**config.mk**
```make
export PLATFORM = sky130hd
export DESIGN_NAME = emrq_top
export DESIGN_NICKNAME = d
export VERILOG_FILES = /design/src/emrq_pkg.sv /design/src/emrq_regsel_if.sv /design/src/emrq_regs.sv /design/src/emrq_top.sv
export SDC_FILE = /design/constraint.sdc
export NUM_CORES = 1
export LEC_CHECK = 0
export BUFFER_PORTS_ARGS = -buffer_cell sky130_fd_sc_hd__buf_2
export CORE_UTILIZATION = 25
export DETAILED_ROUTE_END_ITERATION = 6
export MAX_ROUTING_LAYER = met4
export PLACE_DENSITY = 0.53
export SYNTH_ARGS = -nofsm -noshare
export SYNTH_HDL_FRONTEND = slang
export SYNTH_HIERARCHICAL = 1
export SYNTH_SLANG_ARGS = --single-unit
```
**constraint.sdc**
```tcl
create_clock -name clock -period 6.7 [get_ports clock]
set_input_delay 0.67 -clock clock [delete_from_list [all_inputs] [get_ports clock]]
set_output_delay 0.67 -clock clock [all_outputs]
set_load 0.005 [all_outputs]
```
**src/emrq_pkg.sv**
```systemverilog
// Package for the memory-unit request qualifier block.
// Assumes a single processor clock shared by both units.
package emrq_pkg;
  localparam int ADDR_W   = 27;
  localparam int DATA_W   = 36;
  localparam int PAGE_W   = 9;
  localparam int BASE_W   = 14;
  localparam int OFFS_W   = 9;
  localparam int LEGACY_EXEC_TOP_BIT = 17;
  localparam logic [DATA_W-1:0] REG_RESET = 36'h0_0000_0000;
  localparam logic [2:0] STAGE_DIAG_CODE = 3'h7;
  localparam int RESP_DELAY_CYC = 1;

  typedef enum logic [1:0] {
    EMRQ_REG_NONE,
    EMRQ_REG_USER,
    EMRQ_REG_EXEC,
    EMRQ_REG_SWEEP
  } emrq_reg_sel_t;
endpackage

```
**src/emrq_regsel_if.sv**
```systemverilog
// Interface carrying register selects and data between top and register file.
// Assumes one clock domain.
`timescale 1ns/1ps
`default_nettype none
interface emrq_regsel_if;
  logic                              load;
  emrq_pkg::emrq_reg_sel_t           sel;
  logic [emrq_pkg::DATA_W-1:0]       wdata;
  logic [emrq_pkg::DATA_W-1:0]       user_base;
  logic [emrq_pkg::DATA_W-1:0]       exec_base;
  logic [emrq_pkg::DATA_W-1:0]       sweep;
  modport top  (output load, output sel, output wdata,
                input user_base, input exec_base, input sweep);
  modport regs (input load, input sel, input wdata,
                output user_base, output exec_base, output sweep);
endinterface
`default_nettype wire

```
**src/emrq_regs.sv**
```systemverilog
// Base and cache-sweep registers of the memory unit.
// Assumes a valid select is presented with each load pulse.
`timescale 1ns/1ps
`default_nettype none
module emrq_regs (
  input  wire logic   clock,
  input  wire logic   rst,
  emrq_regsel_if.regs rb
);
  typedef struct packed {
    logic [emrq_pkg::DATA_W-1:0] user_base;
    logic [emrq_pkg::DATA_W-1:0] exec_base;
    logic [emrq_pkg::DATA_W-1:0] sweep;
  } emrq_regs_t;

  emrq_regs_t state_reg;
  emrq_regs_t state_next;

  always_comb begin
    state_next = state_reg;
    if (rb.load) begin
      unique case (rb.sel)
        emrq_pkg::EMRQ_REG_USER:  state_next.user_base = rb.wdata;
        emrq_pkg::EMRQ_REG_EXEC:  state_next.exec_base = rb.wdata;
        emrq_pkg::EMRQ_REG_SWEEP: state_next.sweep     = rb.wdata;
        emrq_pkg::EMRQ_REG_NONE:  state_next = state_reg;
      endcase
    end
  end

  always_ff @(posedge clock or posedge rst) begin
    if (rst) begin
      state_reg <= '{emrq_pkg::REG_RESET, emrq_pkg::REG_RESET, emrq_pkg::REG_RESET};
    end else begin
      state_reg <= state_next;
    end
  end

  assign rb.user_base = state_reg.user_base;
  assign rb.exec_base = state_reg.exec_base;
  assign rb.sweep     = state_reg.sweep;
endmodule
`default_nettype wire

```
**src/emrq_top.sv**
```systemverilog
// Memory-unit side of the execution/memory request qualifier interface: paging decision,
// protection checks, page-fault hold, physical address forming, cache use and the
// base and cache-sweep registers with their staging path.
// Assumes requests arrive on the shared processor clock, qualifiers held stable, and that
// the pager and cache lookup answer combinationally from the reference address.
// Summary of operation
// - Memory unit decides translation; legacy exec bypass.
// - Paging select high legacy, low extended.
// - Process table reference skips protection check.
// - User table address uses user base.
// - Exec table address uses exec base.
// - Forced page fault aborts request.
// - Private check on non-public translated page holds fault.
// - Cache peek returns hits regardless of cacheability.
// - Even-parity qualifier writes even directory parity.
// - Diagnostic cycle needs all other qualifiers clear.
// - Register load writes selected register.
// - Register read stages value for later fetch.
// - Service done raised after each request.
`timescale 1ns/1ps
`default_nettype none
module emrq_top #(
  parameter int DATA_W = emrq_pkg::DATA_W,
  parameter int ADDR_W = emrq_pkg::ADDR_W
) (
  input  wire logic              clock,
  input  wire logic              rst,
  input  wire logic              service_req,
  input  wire logic [ADDR_W-1:0] ref_addr,
  input  wire logic [DATA_W-1:0] ref_wdata,
  input  wire logic              ref_write,
  input  wire logic              ref_may_be_translated,
  input  wire logic              legacy_paging_select,
  input  wire logic              user_space_ref,
  input  wire logic              process_table_ref,
  input  wire logic              user_table_ref,
  input  wire logic              exec_table_ref,
  input  wire logic              force_page_fault,
  input  wire logic              private_page_check,
  input  wire logic              address_break_hit,
  input  wire logic              cacheable_ref,
  input  wire logic              cache_peek,
  input  wire logic              dir_parity_even,
  input  wire logic              sysbus_diag_cycle,
  input  wire logic              reg_load_req,
  input  wire logic              reg_read_req,
  input  wire logic              user_base_sel,
  input  wire logic              exec_base_sel,
  input  wire logic              cache_sweep_sel,
  input  wire logic              fetch_staged_value,
  input  wire logic [2:0]        diag_select_code,
  input  wire logic              page_public_bit,
  input  wire logic              page_cacheable_bit,
  input  wire logic              page_access_ok,
  input  wire logic [ADDR_W-1:0] page_map_addr,
  input  wire logic              cache_hit,
  output logic                   service_done,
  output logic                   page_fault_hold,
  output logic                   ref_translated,
  output logic [ADDR_W-1:0]      physical_addr,
  output logic                   cache_use,
  output logic                   cache_fill,
  output logic                   dir_parity_even_out,
  output logic                   mem_write,
  output logic                   sysbus_diag_start,
  output logic                   qualifier_error,
  output logic [DATA_W-1:0]      staged_value,
  output logic [DATA_W-1:0]      fetch_data
);
  // All registered state; every output is read straight from it.
  typedef struct packed {
    logic              service_done;
    logic              page_fault_hold;
    logic              ref_translated;
    logic [ADDR_W-1:0] physical_addr;
    logic              cache_use;
    logic              cache_fill;
    logic              dir_parity_even;
    logic              mem_write;
    logic              diag_start;
    logic              qual_error;
    logic [DATA_W-1:0] staged;
    logic [DATA_W-1:0] fetch_data;
  } emrq_state_t;

  emrq_state_t state_reg;
  emrq_state_t state_next;

  // Base and cache-sweep registers live in their own module behind the interface.
  emrq_regsel_if rb ();

  emrq_regs u_regs (
    .clock (clock),
    .rst   (rst),
    .rb    (rb)
  );

  // Base register supplies the page frame; the offset comes from the address.
  // The frame and offset together are narrower than an address, so the top bits are zero.
  function automatic logic [ADDR_W-1:0] table_addr(input logic [DATA_W-1:0] base,
                                                   input logic [ADDR_W-1:0] addr);
    logic [emrq_pkg::BASE_W-1:0] frame;
    logic [emrq_pkg::OFFS_W-1:0] offset;
    frame      = base[emrq_pkg::BASE_W-1:0];
    offset     = addr[emrq_pkg::OFFS_W-1:0];
    table_addr = ADDR_W'({frame, offset});
  endfunction

  // Exactly one select line may accompany a register request.
  function automatic logic select_count_bad(input logic u,
                                            input logic e,
                                            input logic c);
    logic [1:0] count;
    count            = 2'({1'b0, u} + {1'b0, e} + {1'b0, c});
    select_count_bad = (count != 2'd1);
  endfunction

  // A cacheable reference may use the cache unless its translated page forbids it.
  function automatic logic cache_allowed(input logic cacheable,
                                         input logic translated,
                                         input logic page_cacheable);
    cache_allowed = cacheable && (!translated || page_cacheable);
  endfunction

  // Register chosen by a read request; with no valid select the staged value stays.
  function automatic logic [DATA_W-1:0] pick_reg(input emrq_pkg::emrq_reg_sel_t s,
                                                 input logic [DATA_W-1:0]     user_base,
                                                 input logic [DATA_W-1:0]     exec_base,
                                                 input logic [DATA_W-1:0]     sweep,
                                                 input logic [DATA_W-1:0]     keep);
    unique case (s)
      emrq_pkg::EMRQ_REG_USER:  pick_reg = user_base;
      emrq_pkg::EMRQ_REG_EXEC:  pick_reg = exec_base;
      emrq_pkg::EMRQ_REG_SWEEP: pick_reg = sweep;
      emrq_pkg::EMRQ_REG_NONE:  pick_reg = keep;
    endcase
  endfunction

  // User and exec table references build on their base register, translated ones take the pager's
  // frame, and the rest go out unchanged.
  function automatic logic [ADDR_W-1:0] phys_addr(input logic              user_tbl,
                                                  input logic              exec_tbl,
                                                  input logic              translated,
                                                  input logic [DATA_W-1:0] user_base,
                                                  input logic [DATA_W-1:0] exec_base,
                                                  input logic [ADDR_W-1:0] mapped,
                                                  input logic [ADDR_W-1:0] addr);
    if (user_tbl) begin
      phys_addr = table_addr(user_base, addr);
    end else if (exec_tbl) begin
      phys_addr = table_addr(exec_base, addr);
    end else if (translated) begin
      phys_addr = mapped;
    end else begin
      phys_addr = addr;
    end
  endfunction

  // Select decode; its priority only matters when the select count is already wrong.
  function automatic emrq_pkg::emrq_reg_sel_t decode_sel(input logic u,
                                                         input logic e,
                                                         input logic c);
    if (u) begin
      decode_sel = emrq_pkg::EMRQ_REG_USER;
    end else if (e) begin
      decode_sel = emrq_pkg::EMRQ_REG_EXEC;
    end else if (c) begin
      decode_sel = emrq_pkg::EMRQ_REG_SWEEP;
    end else begin
      decode_sel = emrq_pkg::EMRQ_REG_NONE;
    end
  endfunction

  // Combinational decode of the request standing at this edge.
  logic                    translate;
  logic                    legacy_bypass;
  logic                    prot_fail;
  logic                    fault;
  logic                    others_set;
  logic                    sel_bad;
  logic                    cache_ok;
  emrq_pkg::emrq_reg_sel_t sel;

  always_comb begin
    // Legacy mode leaves the low executive region untranslated.
    legacy_bypass = legacy_paging_select && !user_space_ref &&
                    !ref_addr[emrq_pkg::LEGACY_EXEC_TOP_BIT];
    translate     = ref_may_be_translated && !legacy_bypass;
    // Protection is only checked on translated references outside the process tables.
    prot_fail     = translate && !process_table_ref &&
                    (!page_access_ok || (private_page_check && !page_public_bit));
    fault         = force_page_fault || prot_fail;
    // Every line but the diagnostic strobe is a qualifier, mode and select lines included.
    others_set    = ref_write             ||
                    ref_may_be_translated ||
                    legacy_paging_select  ||
                    user_space_ref        ||
                    process_table_ref     ||
                    user_table_ref        ||
                    exec_table_ref        ||
                    force_page_fault      ||
                    private_page_check    ||
                    address_break_hit     ||
                    cacheable_ref         ||
                    cache_peek            ||
                    dir_parity_even       ||
                    reg_load_req          ||
                    reg_read_req          ||
                    user_base_sel         ||
                    exec_base_sel         ||
                    cache_sweep_sel;
    sel           = decode_sel(user_base_sel, exec_base_sel, cache_sweep_sel);
    sel_bad       = select_count_bad(user_base_sel, exec_base_sel, cache_sweep_sel);
    cache_ok      = cache_allowed(cacheable_ref, translate, page_cacheable_bit);

    // The register file only writes on a load strobe, so select and data may always flow.
    rb.load  = 1'b0;
    rb.sel   = sel;
    rb.wdata = ref_wdata;

    state_next                 = state_reg;
    state_next.service_done    = 1'b0;
    state_next.diag_start      = 1'b0;
    state_next.mem_write       = 1'b0;
    state_next.cache_fill      = 1'b0;

    // The fetch path is independent of requests and may run in the same cycle.
    if (fetch_staged_value && diag_select_code == emrq_pkg::STAGE_DIAG_CODE) begin
      state_next.fetch_data = state_reg.staged;
    end

    if (service_req) begin
      state_next.service_done = 1'b1;
      state_next.qual_error   = 1'b0;
      if (sysbus_diag_cycle) begin
        // A diagnostic cycle with any other qualifier set is refused outright.
        state_next.diag_start = !others_set;
        state_next.qual_error = others_set;
      end else if (reg_load_req || reg_read_req) begin
        // A load takes effect at this edge; a read in the same cycle sees the old value.
        state_next.qual_error = sel_bad;
        if (!sel_bad && reg_load_req) begin
          rb.load = 1'b1;
        end
        if (!sel_bad && reg_read_req) begin
          state_next.staged = pick_reg(sel, rb.user_base, rb.exec_base, rb.sweep,
                                       state_reg.staged);
        end
      end else begin
        // A faulted reference is aborted: no write and no cache traffic.
        state_next.page_fault_hold = fault;
        state_next.ref_translated  = translate;
        state_next.physical_addr   = phys_addr(user_table_ref, exec_table_ref, translate,
                                               rb.user_base, rb.exec_base,
                                               page_map_addr, ref_addr);
        if (!fault) begin
          state_next.mem_write       = ref_write;
          state_next.dir_parity_even = ref_write && dir_parity_even;
          // Peek returns any hit even when the item is marked uncacheable.
          state_next.cache_use  = cache_hit &&
                                  (cache_peek || cache_ok);
          state_next.cache_fill = !cache_hit &&
                                  cache_ok;
        end else begin
          state_next.cache_use       = 1'b0;
          state_next.dir_parity_even = 1'b0;
        end
      end
    end
  end

  // One register stage: results stand from the edge after the request.
  always_ff @(posedge clock or posedge rst) begin
    if (rst) begin
      state_reg <= '0;
    end else begin
      state_reg <= state_next;
    end
  end

  assign service_done        = state_reg.service_done;
  assign page_fault_hold     = state_reg.page_fault_hold;
  assign ref_translated      = state_reg.ref_translated;
  assign physical_addr       = state_reg.physical_addr;
  assign cache_use           = state_reg.cache_use;
  assign cache_fill          = state_reg.cache_fill;
  assign dir_parity_even_out = state_reg.dir_parity_even;
  assign mem_write           = state_reg.mem_write;
  assign sysbus_diag_start   = state_reg.diag_start;
  assign qualifier_error     = state_reg.qual_error;
  assign staged_value        = state_reg.staged;
  assign fetch_data          = state_reg.fetch_data;
endmodule
`default_nettype wire

```
==> flow_summary.json, run 1 <==
{
  "outcome": "completed",
  "worstPathMaxFanout": 40,
  "antenna_found_initial": 7,
  "dpl-instance-area_um2": 11200,
  "layout_setup_ws_ps": 2840,
  "yosysWarningCount": 6,
  "initial_core_util_pct": 25.5,
  "syn_nets": 866,
  "max_freq_mhz": 259,
  "postSynthCellCount": 745,
  "fin_setup_tns_ps": 0,
  "r2r_start": "u_regs/rb.user_base[4]",
  "cts_tree": "built",
  "leakagePower_nw": 5.96,
  "overflow": 0,
  "grt.total_usage_pct": 14.7,
  "clock-skew-final_ps": 7.51,
  "synth-seq-cells": 216,
  "dieHeight_um": 198,
  "fin_util_pct": 32.0,
  "drtIter0Drc": 244,
  "ctsResizeCount": 0,
  "rows": 71,
  "seq_area_um2": 5410,
  "viasPerCell": 4.59,
  "finalCritPeriodShare_pct": 57.6,
  "drt_wl_total_um": 27900,
  "synth_area_leaders": "dfrtp_1 56%, mux2_2 15%, mux2_1 5.4%",
  "design_area_um2": 12100,
  "ctsHoldBuffers": 0,
  "cts_root_buf": "clkbuf_16",
  "core_area_um2": 37800,
  "rsz0062_at_grt": "false",
  "peakVddDrop_v": 0.000194,
  "clock_tree.buffer_depth": 3,
  "synth_common_cells": "216 x dfrtp_1, 129 x mux2_2, 48 x a22oi_1",
  "antenna_left": 0,
  "grt_pass1_wl_um": 42900,
  "yosysTopAreaCell": "dfrtp_1",
  "fin_cells": 1493,
  "wl_per_cell_um": 18.7,
  "cp.arrival_ps": 4270,
  "ys_async_sr_fraction_pct": 100,
  "numCtsBuffers": 27,
  "max_cap_violations": 0,
  "finalMaxSlewViolations": 0,
  "drt_first_pass_iters": 4,
  "holdWs_ps": 207,
  "port_buffers": 227,
  "endpoint_kind": "flop",
  "p_total_mw": 3.72,
  "cts_setup_buffers": 0,
  "nNetsFinal": 1079,
  "area_growth_pct": 25.4,
  "worst_pin_slew_ps": 1080,
  "drive_gt1_share_pct": 43.5,
  "min_path_type": "primary input to asynchronous set/reset pin",
  "io_pins": 228,
  "fill_cells": 3894,
  "period_needed_ps": 3860,
  "powerDensity_nw_per_um2": 308,
  "die_width_um": 198,
  "avgSynthCellArea_um2": 12.9,
  "cts.htree.levels": 1,
  "dp_hpwl_um": 18600,
  "clock-sinks": 216,
  "synth_edf_count": 0,
  "finalSetupViolCount": 0,
  "drc": 0,
  "syn_area_um2": 9620,
  "path_clk_slew_ps": 60,
  "reg2reg_depth": 2,
  "startpoint_type": "primary input",
  "synth_top_cell_area_share_pct": 56.2,
  "dp.cells": 1440,
  "crit_path_start": "cache_sweep_sel",
  "globalplace.congestion": 0.867,
  "crit_type": "primary input to flop",
  "clk_latency_ps": 520,
  "crit_required_ps": 7110,
  "dieArea_um2": 39300,
  "hold_viol": 0,
  "pre_cts_slack_ps": 2190,
  "grt_pass1_vias": 7051,
  "synthDistinctLibCells": 42,
  "yosys.cell_count.top_type": "dfrtp_1",
  "grt_max_degree": 67,
  "num_vias": 6847,
  "synth-main-ff-cell": "dfrtp_1",
  "multi_input_area_um2": 3890,
  "ys_seq_area_share_pct": 56.2,
  "max_slew_margin_pct": 28.0
}
==> final cells by class <==
class	count	share of cell area [%]
Sequential cell	216	44.8
Multi-Input combinational cell	467	32.2
Timing Repair Buffer	239	10.2
Clock buffer	37	6.07
Tap cell	511	5.30
Clock inverter	9	1.06
Inverter	7	0.280
Antenna cell	7	0.145
==> cell usage in the layout, fill, tap and decap left out, drive strengths merged <==
cell type,n
nor4b,2
buf,239
nand2b,1
a31oi,13
o31ai,1
inv,5
a32o,2
nor4,4
o21ai,51
clkinvlp,3
dfrtp,216
clkbuf,37
nor3,1
clkinv,5
nand4,1
nor2b,3
nor2,19
o22ai,1
bufinv,3
nand3b,4
fa,1
a22oi,48
and2,3
a21o,1
mux2,180
a221oi,14
a211oi,1
or3b,1
diode,7
a2bb2oi,24
nand3,31
and4b,1
a21oi,3
mux2i,14
nand2,42
==> state kept, by name (all words and copies together), names as in the netlist <==
| name | cells |
|---|---|
| mem_write | 1 |
| u_regs/rb.exec_base | 36 |
| staged_value | 36 |
| service_done | 1 |
| physical_addr | 27 |
| dir_parity_even_out | 1 |
| cache_fill | 1 |
| cache_use | 1 |
| page_fault_hold | 1 |
| ref_translated | 1 |
| fetch_data | 36 |
| sysbus_diag_start | 1 |
| u_regs/rb.sweep | 36 |
| qualifier_error | 1 |
| u_regs/rb.user_base | 36 |
==> per-layer routing <==
layer  track usage, %  routed length (um)
met1             19.0               12600
met2             23.5               13500
met3             2.35                1140
met4             4.68                 644
met5                -                   0
==> worst paths after layout <==
kind	slack (ps)	endpoint
setup / recovery	2840	u_regs/rb.user_base[30]
hold reg to reg	480	physical_addr[26]
min in group clock	300	service_done
setup reg to reg	5240	physical_addr[13]
max in group asynchronous	5160	u_regs/rb.user_base[20]
hold / removal	210	staged_value[15]
==> where the power goes <==
group	total (mW)	switching [mW]	internal (mW)
Clock	1.43	0.553	0.874
Sequential	1.70	0.155	1.54
Combinational	0.596	0.267	0.329
==> cells by family after synthesis <==
logic type / synth area share, %
flops: 56.2
compound gates: 11.5
fa+ha+maj: 0.208
simple gates: 5.77
buf+inv: 3.64
mux: 22.7
==> worst max-delay path, stage by stage <==
cell and delay, ps:
buf_2 450, inv_2 490, fa_1 610, nor4b_2 300, and2_1 230, nand3b_1 640
buf_4 510, mux2_2 310
(Power assumes the default switching activity.)
==> inputs of run 2 (changes only) <==
- PLACE_DENSITY: 0.53 -> 0.55
- clock period: 6.7 -> 3.45 ns (I/O delays scaled with it)
==> run 2 against run 1 <==
  * Critical path type unchanged
  * Sequential share of layout area is 0.91 points lower
  * Final area is 2.1% higher
  * Worst setup slack worse by 1500 ps
  * Register-to-register slack worse by 3000 ps
  * Core utilization is 0.66 points higher
  * Critical path depth stayed put
  * Non-clock buffer count is 10 higher
  * Critical endpoint is now u_regs/rb.sweep[8]
==> flow_summary.json, run 2 (same netlist as run 1, synthesis figures left out) <==
{
  "outcome": "completed",
  "grt_pass1_wl_um": 43400,
  "critPathMaxStageDelay_ps": 520,
  "peakVddDrop_v": 0.000345,
  "dp_hpwl_um": 18800,
  "clock_power_share_pct": 41.0,
  "worst_pin_slew_ps": 1090,
  "fin_cells": 1507,
  "core_area_um2": 37800,
  "grt.total_usage_pct": 14.9,
  "io_pins": 228,
  "cts.htree.levels": 1,
  "overflow": 0,
  "cp.arrival_ps": 2520,
  "clock-skew-final_ps": 5.71,
  "p_seq_share_pct": 43.5,
  "critPathSlowestCell": "dlygate4sd3_1",
  "port_buffers": 227,
  "leakagePower_nw": 6.10,
  "final_common_cell": "buf_2",
  "viasPerCell": 4.64,
  "rsz0062_at_grt": "false",
  "finalSetupViolCount": 0,
  "globalplace.congestion": 0.871,
  "crit_required_ps": 3870,
  "p_comb_share_pct": 15.5,
  "drive_gt1_share_pct": 44.5,
  "nNetsFinal": 1089,
  "antenna_found_initial": 7,
  "area_growth_pct": 28.0,
  "path_clk_slew_ps": 60,
  "fin_setup_tns_ps": 0,
  "num_vias": 6991,
  "switchingPower_mw": 1.94,
  "clock_tree.buffer_depth": 3,
  "holdWs_ps": 57.9,
  "initial_core_util_pct": 25.5,
  "hold_viol": 0,
  "pre_cts_slack_ps": 822,
  "period_needed_ps": 2100,
  "layout_setup_ws_ps": 1350,
  "crit_path_start": "service_req",
  "dpl-instance-area_um2": 11300,
  "worstPathMaxFanout": 27,
  "ff2ff_setup_slack_ps": 2210,
  "max_cap_violations": 0,
  "clock-sinks": 216,
  "grt_max_degree": 70,
  "dp.cells": 1448,
  "crit_type": "primary input to flop",
  "drt_first_pass_iters": 4,
  "drtIter0Drc": 279,
  "path_buf_inv": 4,
  "antenna_left": 0,
  "netSwitchingFraction_pct": 25.6,
  "startpoint_type": "primary input",
  "hp-start": "ref_addr[9]",
  "crit_family": "buffers and inverters",
  "hold_end": "physical_addr[9]",
  "cts_tree": "built",
  "dieHeight_um": 198,
  "powerDensity_nw_per_um2": 615,
  "rows": 71,
  "dieArea_um2": 39300,
  "most-common-layout-cells": "226 x buf_2, 216 x dfrtp_1, 129 x mux2_2",
  "finalCritPeriodShare_pct": 60.9,
  "wl_per_cell_um": 18.6,
  "numCtsBuffers": 27,
  "whs_path_depth": 3,
  "worstPathCellList": "dlygate4sd3_1 -> buf_2 -> inv_2 -> nor4b_2 -> and2_1 -> nand3_2 -> buf_12 -> mux2_2",
  "clk_latency_ps": 530,
  "design_area_um2": 12300,
  "endpoint_kind": "flop",
  "r2r_start": "u_regs/rb.user_base[0]",
  "max_freq_mhz": 476,
  "min_path_type": "primary input to flop",
  "reg2reg_depth": 2,
  "max_slew_margin_pct": 27.4,
  "die_width_um": 198,
  "fill_cells": 3856,
  "grt_pass1_vias": 7179,
  "drc": 0,
  "finalMaxSlewViolations": 0,
  "internal_power_mw": 5.64,
  "r2r_end": "physical_addr[9]",
  "drt_wl_total_um": 28100,
  "cts_root_buf": "clkbuf_16"
}
[run 2: changes by cell type in the layout (fill, tap and decap cells not counted), sizes merged]
| cell | previous run | this run |
|---|---|---|
| clkinvlp | 3 | 2 |
| diode | 7 | 8 |
| dlygate4sd3 | 0 | 2 |
| bufinv | 3 | 5 |
| clkbuf | 37 | 39 |
| buf | 239 | 247 |
[run 2: worst reg2reg max path: stages (launching register included)]
cell	delay, ps
dfrtp_1	410
a221oi_1	550
a31oi_1	150
[run 2: metrics by stage]
step,util (%),total power [mW]
after floorplan,-,3.97
after global placement,29.9,4.49
after detailed placement,29.9,4.53
after CTS,32.6,7.71
after global routing,32.6,7.98
final,32.6,7.57
[run 2: cell type report]
class	count	area (um^2)	share of cell area, %
multi-input combinational	467	3890	31.6
tap	511	639	5.19
sequential	216	5410	43.9
inverter	7	31.3	0.254
clock inverter	10	180	1.46
clock buffer	39	811	6.58
timing repair buffer	249	1350	10.9
antenna	8	20.0	0.162
[run 2: power groups by stage]
stage               Clock, mW  Combinational (mW)  Sequential [mW]
floorplan                   0               0.673             3.29
global route             3.30                1.31             3.37
CTS                      3.21                1.20             3.30
finish                   3.11                1.17             3.29
detailed placement          0                1.19             3.34
global placement            0                1.16             3.32
[run 2: worst max-delay path by stage]
stage,to,slack (ps),cells after the start
3_3_place_gp,u_regs/rb.sweep[0],880,8
4_1_cts,u_regs/rb.sweep[4],1360,8
2_1_floorplan,cache_fill,260,1
6_report,u_regs/rb.sweep[8],1350,8
3_5_place_dp,u_regs/rb.sweep[31],820,8
5_1_grt,u_regs/rb.sweep[10],1240,8
[run 2: per-layer routing]
metal | part of all wire, % | track usage, %
met1 | 44 | 19.0
met2 | 49 | 23.9
met3 | 4.7 | 2.79
met4 | 2.3 | 4.28
met5 | 0 | -
[run 2: what timing repair did]
action / 4_1_cts / 5_1_grt
hold buffers: 2 / 0
gates resized for setup: 0 / 0
setup buffers: 0 / 0
endpoints found under the hold margin: 94 / 0
